`src/swd_pkg.sv`:
```
/*
  Constants, field layout and phase type for the single wire debug controller.
  Assumes the debug clock is clk_in; every timing count here is in debug clock cycles.
*/
package swd_pkg;
  localparam logic [4:0] RX_SAMPLE = 5'h0A;
  localparam logic [4:0] ONE_PULSE = 5'h07;
  localparam logic [4:0] ZERO_LOW = 5'h0D;
  localparam logic [4:0] BIT_END = 5'h0F;
  localparam logic [9:0] TIMEOUT = 10'h200;
  localparam logic [7:0] SYNC_MIN_LOW = 8'h80;
  localparam logic [7:0] SYNC_GAP = 8'h10;
  localparam logic [7:0] SYNC_PULSE = 8'h80;
  localparam logic [4:0] BYTE_BITS = 5'h08;
  localparam logic [4:0] WORD_BITS = 5'h10;
  localparam logic [7:0] CMD_BGND = 8'h90;
  localparam logic [7:0] CMD_RD_STAT = 8'hE4;
  localparam logic [7:0] CMD_WR_CTRL = 8'hC4;
  localparam logic [7:0] CMD_RD_BYTE = 8'hE0;
  localparam logic [7:0] CMD_RD_BYTE_WS = 8'hE1;
  localparam logic [7:0] CMD_RD_LAST = 8'hE8;
  localparam logic [7:0] CMD_WR_BYTE = 8'hC0;
  localparam logic [7:0] CMD_WR_BYTE_WS = 8'hC1;
  localparam logic [7:0] CMD_RD_BKPT = 8'hE2;
  localparam logic [7:0] CMD_WR_BKPT = 8'hC2;
  localparam logic [7:0] CMD_GO = 8'h08;
  localparam logic [7:0] CMD_STEP = 8'h10;
  localparam logic [7:0] CMD_TAGGO = 8'h18;
  localparam logic [4:0] CMD_RD_REG_HI = 5'h0D;
  localparam logic [4:0] CMD_WR_REG_HI = 5'h09;
  localparam int CTL_ENABLE = 7;
  localparam int CTL_BGND = 6;
  localparam int CTL_BKPTEN = 5;
  localparam int CTL_CLKSW = 3;
  localparam logic [15:0] BKPT_RESET = 16'hFFFF;
  typedef enum logic [2:0] {ST_CMD, ST_ADDR, ST_DATA, ST_MEM, ST_TX} phase_t;
endpackage

```
`src/line_sync.sv`:
```
/*
  Two flip-flop synchroniser for the debug line input.
  Assumes d_in is asynchronous to clk_in; no reset so the level is seen during reset.
*/
`timescale 1ns/1ps
`default_nettype none
module line_sync (
  input wire logic clk_in,
  input wire logic d_in,
  output logic q_out
);
  logic meta_r;

  always_ff @(posedge clk_in) begin
    meta_r <= d_in;
    q_out <= meta_r;
  end
endmodule
`default_nettype wire

```
`src/single_wire_debug_controller.sv`:
```
/*
  Target side single wire debug controller: bit engine, command decoder,
  status and control bits, breakpoint, speed probe answer and boot mode strap.
  Assumes clk_in is the debug clock, memory answers with mem_ack_in before the
  host's 16 cycle delay ends, and reg_rdata_in follows reg_sel_out at once.
*/
// Function
// - Commands and data travel most significant bit first both ways.
// - The debug line is sampled during reset to choose the boot mode.
// - A line held high by the pullup selects normal start after reset.
// - A long host low pulse gets a timed low answer pulse back.
// - Background class commands act only while the CPU is halted.
// - Non-intrusive commands act at any time, even while running.
// - Non-intrusive commands reach memory and the controller's own registers.
// - Halted commands access CPU registers, single step and resume.
// - The enter-background command can wake the CPU from stop or wait.
// - The oscillator keeps running in stop while the controller is enabled.
// - The liveness watchdog is held off while the CPU is halted.
// - The controller holds one hardware address breakpoint.
// - Controller registers are reached only by line commands, not memory.
// - Brief driven high pulses speed rising edges without drive conflicts.
// - The line answers without needing a reset first.
// - Debug clock is the bus clock or the low frequency generator clock.
// - 512 cycles without a falling edge abort the command in progress.
// - Host bits are sampled ten cycles after the perceived falling edge.
// - A sent one is a high pulse seven cycles after the bit start.
// - A sent zero is held low 13 cycles, then briefly driven high.
`timescale 1ns/1ps
`default_nettype none
module single_wire_debug_controller
  import swd_pkg::*;
(
  input wire logic clk_in,
  input wire logic rst_b_in,
  input wire logic line_in,
  output logic line_out,
  output logic line_oe_out,
  input wire logic cpu_bgnd_in,
  input wire logic [15:0] bus_addr_in,
  input wire logic bus_fetch_in,
  output logic mem_req_out,
  output logic mem_we_out,
  output logic [15:0] mem_addr_out,
  output logic [7:0] mem_wdata_out,
  input wire logic [7:0] mem_rdata_in,
  input wire logic mem_ack_in,
  output logic reg_req_out,
  output logic reg_we_out,
  output logic [2:0] reg_sel_out,
  output logic [15:0] reg_wdata_out,
  input wire logic [15:0] reg_rdata_in,
  output logic bgnd_req_out,
  output logic go_req_out,
  output logic step_req_out,
  output logic bkpt_hit_out,
  output logic boot_bgnd_out,
  output logic osc_keep_out,
  output logic wdog_hold_out,
  output logic clk_sel_out
);
  logic line_s;
  logic line_d_r;
  logic fall;
  logic bit_act_r;
  logic [4:0] cnt_r;
  logic [4:0] cnt_nxt;
  logic tx_act_r;
  logic tx_bit_r;
  logic [9:0] idle_r;
  logic timeout;
  logic [7:0] low_r;
  logic sync_pend_r;
  logic sync_start;
  logic [8:0] sync_r;
  logic sync_drive;
  logic rx_evt;
  logic tx_evt;
  logic [15:0] rx_word;
  phase_t state_r;
  logic [7:0] cmd_r;
  logic [15:0] rx_sr_r;
  logic [4:0] rx_left_r;
  logic [15:0] tx_sr_r;
  logic [4:0] tx_left_r;
  logic [7:0] last_r;
  logic [7:0] status;
  logic enbdm_r;
  logic bkpten_r;
  logic [15:0] bkpt_r;
  logic line_out_nxt;
  logic line_oe_nxt;

  // The line passes two flip-flops before the edge detector sees it.
  line_sync u_sync (
    .clk_in(clk_in),
    .d_in(line_in),
    .q_out(line_s)
  );

  // The device's own speed probe pulse must not look like a host bit start.
  assign fall = line_d_r && !line_s && !sync_drive;
  assign cnt_nxt = fall ? 5'h00 : (cnt_r + 5'h01);
  assign timeout = (idle_r == TIMEOUT - 10'h001);
  assign sync_start = sync_pend_r && line_s;
  assign sync_drive = (sync_r != 9'h000);
  assign rx_evt = bit_act_r && !tx_act_r && (cnt_r == RX_SAMPLE) && (state_r != ST_TX);
  assign tx_evt = bit_act_r && tx_act_r && (cnt_r == ZERO_LOW);
  assign rx_word = {rx_sr_r[14:0], line_s};
  assign status = {enbdm_r, cpu_bgnd_in, bkpten_r, 1'b0, clk_sel_out, 3'b000};

  always_ff @(posedge clk_in) begin
    if (!rst_b_in) begin
      line_d_r <= 1'b1;
    end else begin
      line_d_r <= line_s;
    end
  end

  // Bit timer counts from the perceived start of each host bit.
  always_ff @(posedge clk_in) begin
    if (!rst_b_in || sync_start) begin
      bit_act_r <= 1'b0;
      cnt_r <= 5'h00;
      tx_act_r <= 1'b0;
      tx_bit_r <= 1'b0;
    end else if (fall) begin
      bit_act_r <= 1'b1;
      cnt_r <= cnt_nxt;
      tx_act_r <= (state_r == ST_TX);
      tx_bit_r <= tx_sr_r[15];
    end else if (bit_act_r) begin
      cnt_r <= cnt_nxt;
      bit_act_r <= (cnt_r != BIT_END);
    end
  end

  // Cycles since the last host falling edge, and length of the current low level.
  always_ff @(posedge clk_in) begin
    if (!rst_b_in || fall || timeout) begin
      idle_r <= 10'h000;
    end else begin
      idle_r <= idle_r + 10'h001;
    end
  end

  always_ff @(posedge clk_in) begin
    if (!rst_b_in) begin
      low_r <= 8'h00;
      sync_pend_r <= 1'b0;
    end else if (line_s || sync_drive) begin
      low_r <= 8'h00;
      sync_pend_r <= 1'b0;
    end else if (low_r != SYNC_MIN_LOW) begin
      low_r <= low_r + 8'h01;
    end else begin
      sync_pend_r <= 1'b1;
    end
  end

  // Speed probe answer: a gap, a low pulse, then one speedup cycle.
  always_ff @(posedge clk_in) begin
    if (!rst_b_in) begin
      sync_r <= 9'h000;
    end else if (sync_start) begin
      sync_r <= {1'b0, SYNC_GAP} + {1'b0, SYNC_PULSE} + 9'h001;
    end else if (sync_drive) begin
      sync_r <= sync_r - 9'h001;
    end
  end

  // Line drive, registered so it lines up with cnt_r.
  always_comb begin
    line_out_nxt = 1'b0;
    line_oe_nxt = 1'b0;
    if (sync_r > 9'h001 && sync_r <= {1'b0, SYNC_PULSE} + 9'h001) begin
      line_oe_nxt = 1'b1;
    end else if (sync_r == 9'h001) begin
      line_oe_nxt = 1'b1;
      line_out_nxt = 1'b1;
    end else if (fall && state_r == ST_TX && !tx_sr_r[15]) begin
      line_oe_nxt = 1'b1;
    end else if (bit_act_r && tx_act_r && !fall) begin
      if (!tx_bit_r && cnt_nxt < ZERO_LOW) begin
        line_oe_nxt = 1'b1;
      end else if (!tx_bit_r && cnt_nxt == ZERO_LOW) begin
        line_oe_nxt = 1'b1;
        line_out_nxt = 1'b1;
      end else if (tx_bit_r && cnt_nxt == ONE_PULSE) begin
        line_oe_nxt = 1'b1;
        line_out_nxt = 1'b1;
      end
    end
  end

  always_ff @(posedge clk_in) begin
    if (!rst_b_in) begin
      line_out <= 1'b0;
      line_oe_out <= 1'b0;
    end else begin
      line_out <= line_out_nxt;
      line_oe_out <= line_oe_nxt;
    end
  end

  // Command sequencer; held in ST_CMD with its registers cleared while rst_b_in is low.
  always_ff @(posedge clk_in) begin
    if (!rst_b_in) begin
      state_r <= ST_CMD;
      cmd_r <= 8'h00;
      rx_sr_r <= 16'h0000;
      rx_left_r <= BYTE_BITS;
      tx_sr_r <= 16'h0000;
      tx_left_r <= 5'h00;
      last_r <= 8'h00;
      enbdm_r <= 1'b0;
      bkpten_r <= 1'b0;
      clk_sel_out <= 1'b0;
      bkpt_r <= BKPT_RESET;
      mem_req_out <= 1'b0;
      mem_we_out <= 1'b0;
      mem_addr_out <= 16'h0000;
      mem_wdata_out <= 8'h00;
      reg_req_out <= 1'b0;
      reg_we_out <= 1'b0;
      reg_sel_out <= 3'h0;
      reg_wdata_out <= 16'h0000;
      bgnd_req_out <= 1'b0;
      go_req_out <= 1'b0;
      step_req_out <= 1'b0;
    end else begin
      reg_req_out <= 1'b0;
      bgnd_req_out <= 1'b0;
      go_req_out <= 1'b0;
      step_req_out <= 1'b0;
      if (timeout || sync_start) begin
        state_r <= ST_CMD;
        rx_left_r <= BYTE_BITS;
        tx_left_r <= 5'h00;
      end else if (rx_evt) begin
        rx_sr_r <= rx_word;
        rx_left_r <= rx_left_r - 5'h01;
        if (rx_left_r == 5'h01) begin
          rx_left_r <= BYTE_BITS;
          if (state_r == ST_CMD) begin
            cmd_r <= rx_word[7:0];
            state_r <= ST_CMD;
            unique case (rx_word[7:0])
              CMD_BGND: bgnd_req_out <= enbdm_r;
              CMD_RD_STAT: begin
                tx_sr_r <= {status, 8'h00};
                tx_left_r <= BYTE_BITS;
                state_r <= ST_TX;
              end
              CMD_WR_CTRL: state_r <= ST_DATA;
              CMD_RD_BYTE, CMD_RD_BYTE_WS, CMD_WR_BYTE, CMD_WR_BYTE_WS: begin
                rx_left_r <= WORD_BITS;
                state_r <= ST_ADDR;
              end
              CMD_RD_LAST: begin
                tx_sr_r <= {status, last_r};
                tx_left_r <= WORD_BITS;
                state_r <= ST_TX;
              end
              CMD_RD_BKPT: begin
                tx_sr_r <= bkpt_r;
                tx_left_r <= WORD_BITS;
                state_r <= ST_TX;
              end
              CMD_WR_BKPT: begin
                rx_left_r <= WORD_BITS;
                state_r <= ST_DATA;
              end
              CMD_GO, CMD_TAGGO: go_req_out <= cpu_bgnd_in;
              CMD_STEP: step_req_out <= cpu_bgnd_in;
              default: begin
                if (cpu_bgnd_in && rx_word[7:3] == CMD_RD_REG_HI) begin
                  reg_sel_out <= rx_word[2:0];
                  reg_we_out <= 1'b0;
                  reg_req_out <= 1'b1;
                  state_r <= ST_MEM;
                end else if (cpu_bgnd_in && rx_word[7:3] == CMD_WR_REG_HI) begin
                  reg_sel_out <= rx_word[2:0];
                  rx_left_r <= WORD_BITS;
                  state_r <= ST_DATA;
                end
              end
            endcase
          end else if (state_r == ST_ADDR) begin
            mem_addr_out <= rx_word;
            if (cmd_r == CMD_WR_BYTE || cmd_r == CMD_WR_BYTE_WS) begin
              state_r <= ST_DATA;
            end else begin
              mem_we_out <= 1'b0;
              mem_req_out <= 1'b1;
              state_r <= ST_MEM;
            end
          end else begin
            state_r <= ST_CMD;
            if (cmd_r == CMD_WR_CTRL) begin
              enbdm_r <= rx_word[CTL_ENABLE];
              bkpten_r <= rx_word[CTL_BKPTEN];
              clk_sel_out <= rx_word[CTL_CLKSW];
            end else if (cmd_r == CMD_WR_BKPT) begin
              bkpt_r <= rx_word;
            end else if (cmd_r == CMD_WR_BYTE || cmd_r == CMD_WR_BYTE_WS) begin
              mem_wdata_out <= rx_word[7:0];
              mem_we_out <= 1'b1;
              mem_req_out <= 1'b1;
              state_r <= ST_MEM;
            end else begin
              reg_wdata_out <= rx_word;
              reg_we_out <= 1'b1;
              reg_req_out <= 1'b1;
            end
          end
        end
      end else if (state_r == ST_MEM) begin
        if (cmd_r[7:3] == CMD_RD_REG_HI) begin
          tx_sr_r <= reg_rdata_in;
          tx_left_r <= WORD_BITS;
          state_r <= ST_TX;
        end else if (mem_ack_in) begin
          mem_req_out <= 1'b0;
          state_r <= ST_CMD;
          if (!mem_we_out) begin
            last_r <= mem_rdata_in;
            tx_sr_r <= (cmd_r == CMD_RD_BYTE_WS) ? {status, mem_rdata_in}
                                                 : {mem_rdata_in, 8'h00};
            tx_left_r <= (cmd_r == CMD_RD_BYTE_WS) ? WORD_BITS : BYTE_BITS;
            state_r <= ST_TX;
          end else if (cmd_r == CMD_WR_BYTE_WS) begin
            tx_sr_r <= {status, 8'h00};
            tx_left_r <= BYTE_BITS;
            state_r <= ST_TX;
          end
        end
      end else if (tx_evt && state_r == ST_TX) begin
        tx_sr_r <= {tx_sr_r[14:0], 1'b0};
        tx_left_r <= tx_left_r - 5'h01;
        if (tx_left_r == 5'h01) begin
          state_r <= ST_CMD;
        end
      end
    end
  end

  // Boot strap: low line during reset means start halted.
  always_ff @(posedge clk_in) begin
    if (!rst_b_in) begin
      boot_bgnd_out <= !line_s;
    end
  end

  always_ff @(posedge clk_in) begin
    if (!rst_b_in) begin
      bkpt_hit_out <= 1'b0;
      osc_keep_out <= 1'b0;
      wdog_hold_out <= 1'b0;
    end else begin
      bkpt_hit_out <= bkpten_r && bus_fetch_in && (bus_addr_in == bkpt_r);
      osc_keep_out <= enbdm_r;
      wdog_hold_out <= cpu_bgnd_in;
    end
  end
endmodule
`default_nettype wire

```
`config.mk`:
```
export PLATFORM = sky130hd
export DESIGN_NAME = single_wire_debug_controller
export DESIGN_NICKNAME = d
export VERILOG_FILES = /design/src/swd_pkg.sv /design/src/line_sync.sv /design/src/single_wire_debug_controller.sv
export SDC_FILE = /design/constraint.sdc
export NUM_CORES = 1
export LEC_CHECK = 0
export ABC_AREA = 1
export BUFFER_PORTS_ARGS = -buffer_cell sky130_fd_sc_hd__buf_2
export CORE_AREA = 2 2 124 126
export CTS_CLUSTER_DIAMETER = 40
export CTS_CLUSTER_SIZE = 16
export DETAILED_ROUTE_END_ITERATION = 8
export DIE_AREA = 0 0 126 128
export PLACE_DENSITY = 0.8
export SKIP_LAST_GASP = 1
export SLEW_MARGIN = 0
export SYNTH_ARGS = -nofsm -noshare
export SYNTH_HDL_FRONTEND = slang
export SYNTH_HIERARCHICAL = 1
export SYNTH_SLANG_ARGS = --single-unit
export TNS_END_PERCENT = 1
```
`constraint.sdc`:
```
create_clock -name clk_in -period 2.1 [get_ports clk_in]
set_input_delay 0 -clock clk_in [delete_from_list [all_inputs] [get_ports clk_in]]
set_output_delay 0 -clock clk_in [all_outputs]
set_load 0.01 [all_outputs]
```
## After elaboration in Yosys (flattened, before gate mapping)

Index checks and enable logic that the tools add are counted.

| storage, ports and cells | value |
|---|---|
| input bits | 46 |
| register bits | 174 |
| output and inout port bits | 57 |

| operators by class | value |
|---|---|
| magnitude comparators | 3 |
| bitwise operators | 15 |
| muxes and demuxes | 91 |
| add/sub/neg operators | 6 |
| eq/ne operators | 57 |
| reduce and logical (&&, ||, !) cells | 75 |

Operator list:

| kind | count |
|---|---|
| 16-bit two-way mux | 10 |
| 8-bit equality test (second input constant) | 15 |
| 5-bit two-way mux | 17 |
| 16-bit case mux with 3 select lines | 1 |
| 1-bit two-way mux | 40 |
| 3-bit two-way mux | 13 |
| 5-bit by 4-bit equality test with 1-bit output (second input constant) | 6 |
| 6-bit AND reduction | 4 |
| 8-bit AND reduction | 3 |
| 1-bit logical AND | 20 |
| 2-bit != test (second input constant) | 10 |
| 5-bit case mux with 2 select lines | 2 |
| 6-bit OR reduction | 3 |
| 16-bit equality test | 1 |
| 8-bit by 5-bit equality test with 1-bit output (second input constant) | 2 |
| 8-bit two-way mux | 2 |
| 1-bit inverter | 15 |
| 7-bit AND reduction | 2 |
| 2-bit OR reduction | 7 |
| 13-bit OR reduction | 1 |
| 3-bit != test (second input constant) | 4 |
| 3-bit case mux with 4 select lines | 1 |
| 2-bit nonzero test | 6 |
| 4-bit OR reduction | 3 |
| other kinds (37) | 59 |

## Logic depth before layout (Yosys ltp)

| logic depth | value |
|---|---|
| word-level depth | 13 |
| mapped depth | 14 |
| gate-level depth less buffers | 13 |

## Cells and area by module

The synthesis kept the hierarchy.

Modules (own cells, without submodules):

| module | times used | cells an instance | area an instance (um2) | seq. area each (um2) |
|---|---|---|---|---|
| single_wire_debug_controller | 1 | 1227 | 8565.7 | 3453.3 |
| line_sync | 1 | 2 | 40.0 | 40.0 |

## Worst setup path before layout

No wires, ideal clock.

| timing | value |
|---|---|
| path kind | reg-to-reg |
| from | register cnt_r[0] |
| to | register reg_wdata_out[5] |
| required time | 1987 ps |
| stages on the path, launching flop included | 12 |
| slack | 323 ps |
| period minus slack after synthesis | 1777 ps |
| setup time | 113 ps |
| path buffers | 2 |
| data arrival time | 1663 ps |
| cells stage by stage | dfxtp_1 -> inv_1 -> ha_1 -> nand4_2 -> nor2_4 -> buf_6 -> nand2_4 -> nor3_2 -> nand2_2 -> buf_2 -> nor2_1 -> nor2_1 |

| on the way | value |
|---|---|
| longest elaborated chain between the ends | 4 |

Ends and longest elaborated chain:

| what | line | text |
|---|---|---|
| start: declaration | single_wire_debug_controller.sv:65 | `logic [4:0] cnt_r;` |
| start signal: assignment | single_wire_debug_controller.sv:128 | `cnt_r <= cnt_nxt;` |
| start signal: assignment | single_wire_debug_controller.sv:132 | `cnt_r <= cnt_nxt;` |
| 5-bit by 4-bit equality test with 1-bit output | single_wire_debug_controller.sv:106 | `assign rx_evt = bit_act_r && !tx_act_r && (cnt_r == RX_SAMPLE) && (state_r != ST_TX);` |
| 1-bit logical AND (2 in a row) | single_wire_debug_controller.sv:106 |  |
| 8-bit AND reduction (no line) | n/a |  |
| end signal: assignment | single_wire_debug_controller.sv:311 | `reg_wdata_out <= rx_word;` |
| end: declaration | single_wire_debug_controller.sv:50 | `output logic [15:0] reg_wdata_out,` |

Every way passes these cells.
A chain may end at the register's enable or synchronous reset.

## Worst setup path in the final report

| timing | value |
|---|---|
| from | register cnt_r[0] |
| to | register tx_sr_r[11] |

| on the way | value |
|---|---|
| longest elaborated chain between the ends | 5 |
| elaborated cells between the ends (all ways) | 14 |

Ends and longest elaborated chain:

| what | line | text |
|---|---|---|
| 5-bit by 4-bit equality test with 1-bit output, on equally long branches | single_wire_debug_controller.sv:106, single_wire_debug_controller.sv:107 |  |
| 1-bit logical AND, on equally long branches | single_wire_debug_controller.sv:106, single_wire_debug_controller.sv:107 |  |
| 1-bit logical AND, on equally long branches | single_wire_debug_controller.sv:106, single_wire_debug_controller.sv:337 |  |
| 5-bit by 4-bit != test with 1-bit output (no line) (tied with other cells) | n/a |  |
| 7-bit AND reduction (no line) | n/a |  |
| end signal: assignment | single_wire_debug_controller.sv:250 | `tx_sr_r <= {status, 8'h00};` |
| end signal: assignment | single_wire_debug_controller.sv:260 | `tx_sr_r <= {status, last_r};` |
| end signal: assignment | single_wire_debug_controller.sv:265 | `tx_sr_r <= bkpt_r;` |
| end: declaration | single_wire_debug_controller.sv:83 | `logic [15:0] tx_sr_r;` |

Parallel ways exist; a longest one is shown, timed or not.

==> Implementation_results.wiki <==
{| class="wikitable"
! Metric !! Value
|-
| Stage delay of the slowest cell on the critical path || 0.31 ns
|-
| Synth top cells by count || sky130_fd_sc_hd__nand2_1, sky130_fd_sc_hd__nor2_1, sky130_fd_sc_hd__dfxtp_1, sky130_fd_sc_hd__inv_1, sky130_fd_sc_hd__a21oi_1
|-
| Distinct cell type count of the synthesized netlist || 44
|-
| Kind of critical path || reg -> reg
|-
| Post-synthesis compound-gate area fraction || 15.8%
|-
| Share of post-route cells with drive strength above 1 || 16.7%
|-
| Fin. max-slew vios || 0
|-
| Antenna violations before repair || 0
|-
| Count of state elements after synthesis || 174
|-
| Wire length on met2 || 11200 µm
|-
| Top post-synthesis cells by area || sky130_fd_sc_hd__dfxtp_1, sky130_fd_sc_hd__nand2_1, sky130_fd_sc_hd__nor2_1, sky130_fd_sc_hd__a21oi_1, sky130_fd_sc_hd__inv_1
|-
| Final hold viol count || 0
|-
| Data required time at the worst endpoint || 2.44 ns
|-
| Leak Pwr || 4.79 nW
|-
| Pin count of the biggest net entering global routing || 75
|-
| Area share of the largest cell type after synthesis || 40.2%
|-
| Adder and majority gate portion of the synthesized area || 2.04%
|-
| Clock-pin transition on the worst setup and hold timing paths || 0.07 ns
|-
| Number of buffers on the longest clock path || 2
|-
| Relative slew margins || 60.7%
|-
| Average cell area after synthesis || 7.00 µm²
|-
| Number of nets in the synthesized netlist || 1289
|-
| Crit path capture type || flip-flop
|-
| Routed Antenna Nets || 0
|-
| Max-cap violations || 0
|-
| Die W || 126 µm
|-
| Critical path startpoint category || flip-flop
|-
| Sum Neg Setup Slack || 0 ns
|-
| Clock latency on the worst-skew pair || 0.44 ns
|-
| Share of the clock period used by the worst path || 97.8%
|-
| Place WS || -0.0596 ns
|-
| Maximum fanout encountered on the critical timing path || 13
|-
| Setup slack of the critical path after layout || 0.0468 ns
|-
| Sink Count || 174
|-
| DR vias || 8720
|-
| Outcome || complete, no violations
|-
| Most common cell in the netlist || sky130_fd_sc_hd__nand2_1
|-
| CP max-delay cell || sky130_fd_sc_hd__dfxtp_1
|-
| Final setup vio count || 0
|-
| Dominant cell type by area after synthesis || sky130_fd_sc_hd__dfxtp_1
|-
| Number of optimization iterations in the first detailed-route pass || 5
|-
| Number of global-route vias before repair || 7859
|-
| Worst Hold Class || in -> reg
|-
| Area of the die || 0.0161 mm²
|-
| Area fraction in and, or, nand and nor cells after synthesis || 30.6%
|-
| Uppermost metal layer occupied by signal nets || met4
|-
| Slew of the pin with the lowest slew margin || 0.589 ns
|-
| Overall fraction of global-route tracks in use || 28.8%
|-
| Combinational family with the most area after synthesis || simple AND/OR/NAND/NOR gates
|-
| RSZ-0062 raised after global routing || true
|-
| Share of the core filled with cells in the final layout || 69.6%
|-
| Level count of the clock H-tree || 4
|-
| Post-synth top flop || sky130_fd_sc_hd__dfxtp_1
|-
| Antenna cell count || 0
|-
| Total congestion overflow after global routing || 0
|-
| Wire length of the first global-routing pass || 37600 µm
|-
| Post-synth EDFFs || 1
|-
| Sequential area share after synthesis || 40.6%
|-
| Area of the mapped netlist || 0.00861 mm²
|-
| # DRC || 0
|-
| Clock buffer count from CTS || 17
|-
| Mux contribution to synthesized area || 0%
|-
| Area of the core || 0.0149 mm²
|-
| Count of yosys warnings during synthesis || 6
|-
| Post-DP HPWL || 16500 µm
|-
| Number of nets in the final layout || 1432
|-
| TritonCTS clock tree || done
|-
| Worst path arrival time || 2.39 ns
|-
| PwrDens || 763 mW/mm²
|-
| Share of the synthesized netlist area taken by xor and xnor gates || 2.34%
|-
| Detail Route met3 WL || 1650 µm
|-
| Area Overhead vs Synth || 20.1%
|-
| Initial DRC Count || 872
|-
| Placed cells || 1514
|-
| # rows || 45
|-
| Post-route clock skew || 0.0104 ns
|-
| Total power || 0.00789 W
|-
| Upper clock frequency limit || 487 MHz
|-
| Post-layout instance count excluding filler cells || 1573
|-
| Maximum vdd ir drop || 622 µV
|-
| Routability cong. || 0.949
|-
| Initial cell density of the core || 57.9%
|-
| Routed wire length per instance || 15.1 µm
|-
| Number of port buffers || 102
|-
| Sum of routed wire segments on met1 || 10400 µm
|-
| Avg Vias per Cell || 5.54
|-
| Number of top-level pins || 103
|-
| Critical-path cell list || inv_1 -> ha_2 -> nand3_2 -> nor2_4 -> nand2_4 -> nand3_1 -> o21ai_1 -> nor2_8 -> buf_4 -> nand3_1 -> nor2_1 -> nor2_1
|-
| Minimum period implied by the final worst setup slack || 2.05 ns
|-
| Routed WL || 23700 µm
|-
| Buffer cell driving the clock tree root || sky130_fd_sc_hd__clkbuf_16
|-
| Post-synthesis cell count || 1229
|-
| Fraction of registers with async set/reset || 0%
|-
| Die boundary height || 128 µm
|}
==> registers in the layout, indices dropped and copies added, names as in the netlist, 5 cells and up <==
| name | count |
|---|---|
| sync_r | 9 |
| tx_sr_r | 16 |
| mem_addr_out | 16 |
| cmd_r | 8 |
| reg_wdata_out | 16 |
| rx_sr_r | 15 |
| idle_r | 10 |
| last_r | 8 |
| bkpt_r | 16 |
| tx_left_r | 5 |
| low_r | 8 |
| mem_wdata_out | 8 |
| cnt_r | 5 |
| rx_left_r | 5 |
==> timing repair <==
item	CTS	global route
pin swaps	1	3
hold buffers	23	0
setup endpoints to repair	11	102
hold endpoints to repair	31	0
resized for setup	0	8
gates cloned	0	1
setup buffers	1	2
==> power breakdown <==
part	total (W)	internal [W]	switching [W]
clock	0.00325	0.00182	0.00143
combinational	0.00108	0.000396	0.000688
sequential	0.00356	0.00344	0.000115
total	0.00789	0.00566	0.00223
==> worst paths after layout <==
| kind | slack (ns) | cells after the start | startpoint | endpoint |
|---|---|---|---|---|
| setup / recovery | 0.05 | 12 | cnt_r[0] | tx_sr_r[11] |
| hold reg to reg | 0.33 | 0 | u_sync/meta_r | u_sync/q_out |
| setup reg to reg | 0.05 | 12 | cnt_r[0] | tx_sr_r[11] |
| hold / removal | 0.02 | 7 | reg_rdata_in[12] | tx_sr_r[12] |
==> logic make-up after synthesis <==
family                   count (synthesis)
AO/OA/AOI/OAI                          251
AND/OR/NAND/NOR                        589
XOR/XNOR                                23
adder cells (fa/ha/maj)                 14
buffers and inverters                  178
flip-flops                             174
==> metrics by stage <==
step | area (µm²) | hold slack [ns]
6_report | 10300 | 0.0182
5_1_grt | 10300 | 0.0636
4_1_cts | 10300 | 0.00526
3_5_place_dp | 9430 | 0.105
3_3_place_gp | 9430 | 0.103
2_1_floorplan | 8610 | 0.0277
==> metal layers <==
| metal | vias to the layer above | global-route usage (%) |
|---|---|---|
| li1 | 4293 | - |
| met1 | 4013 | 38.1 |
| met2 | 365 | 47.5 |
| met3 | 49 | 5.51 |
| met4 | 0 | 9.50 |
| met5 | - | 0 |
==> layout make-up <==
cell class | count | area [µm²]
repair buffers | 168 | 1100
multi-input cells | 878 | 4410
flip-flops and latches | 174 | 3490
inverters | 133 | 499
fillers | 1235 | 4530
well taps | 188 | 235
clock buffers | 20 | 447
clock inverters | 12 | 149
==> cells in the final DEF, fill, tap and decap left out, types with 12 or more instances in the layout <==
cell type,count
sky130_fd_sc_hd__a21oi_1,104
sky130_fd_sc_hd__buf_2,101
sky130_fd_sc_hd__buf_4,41
sky130_fd_sc_hd__clkbuf_16,17
sky130_fd_sc_hd__dfxtp_1,173
sky130_fd_sc_hd__dlygate4sd3_1,23
sky130_fd_sc_hd__ha_1,13
sky130_fd_sc_hd__inv_1,121
sky130_fd_sc_hd__nand2_1,225
sky130_fd_sc_hd__nand3_1,77
sky130_fd_sc_hd__nand4_1,12
sky130_fd_sc_hd__nor2_1,208
sky130_fd_sc_hd__o211ai_1,23
sky130_fd_sc_hd__o21ai_0,78
sky130_fd_sc_hd__o21ai_1,25
sky130_fd_sc_hd__xor2_1,17
==> worst max-delay path: cells and delay by family (launching register included) <==
family,cells,cell delay [ns]
adders and majority gates,1,0.24
and+or+nand+nor,8,0.95
DFF,1,0.31
buffers and inverters,2,0.31
AOI/OAI and AO/OA,1,0.15
Note: power is estimated with default switching activity, not from simulation.
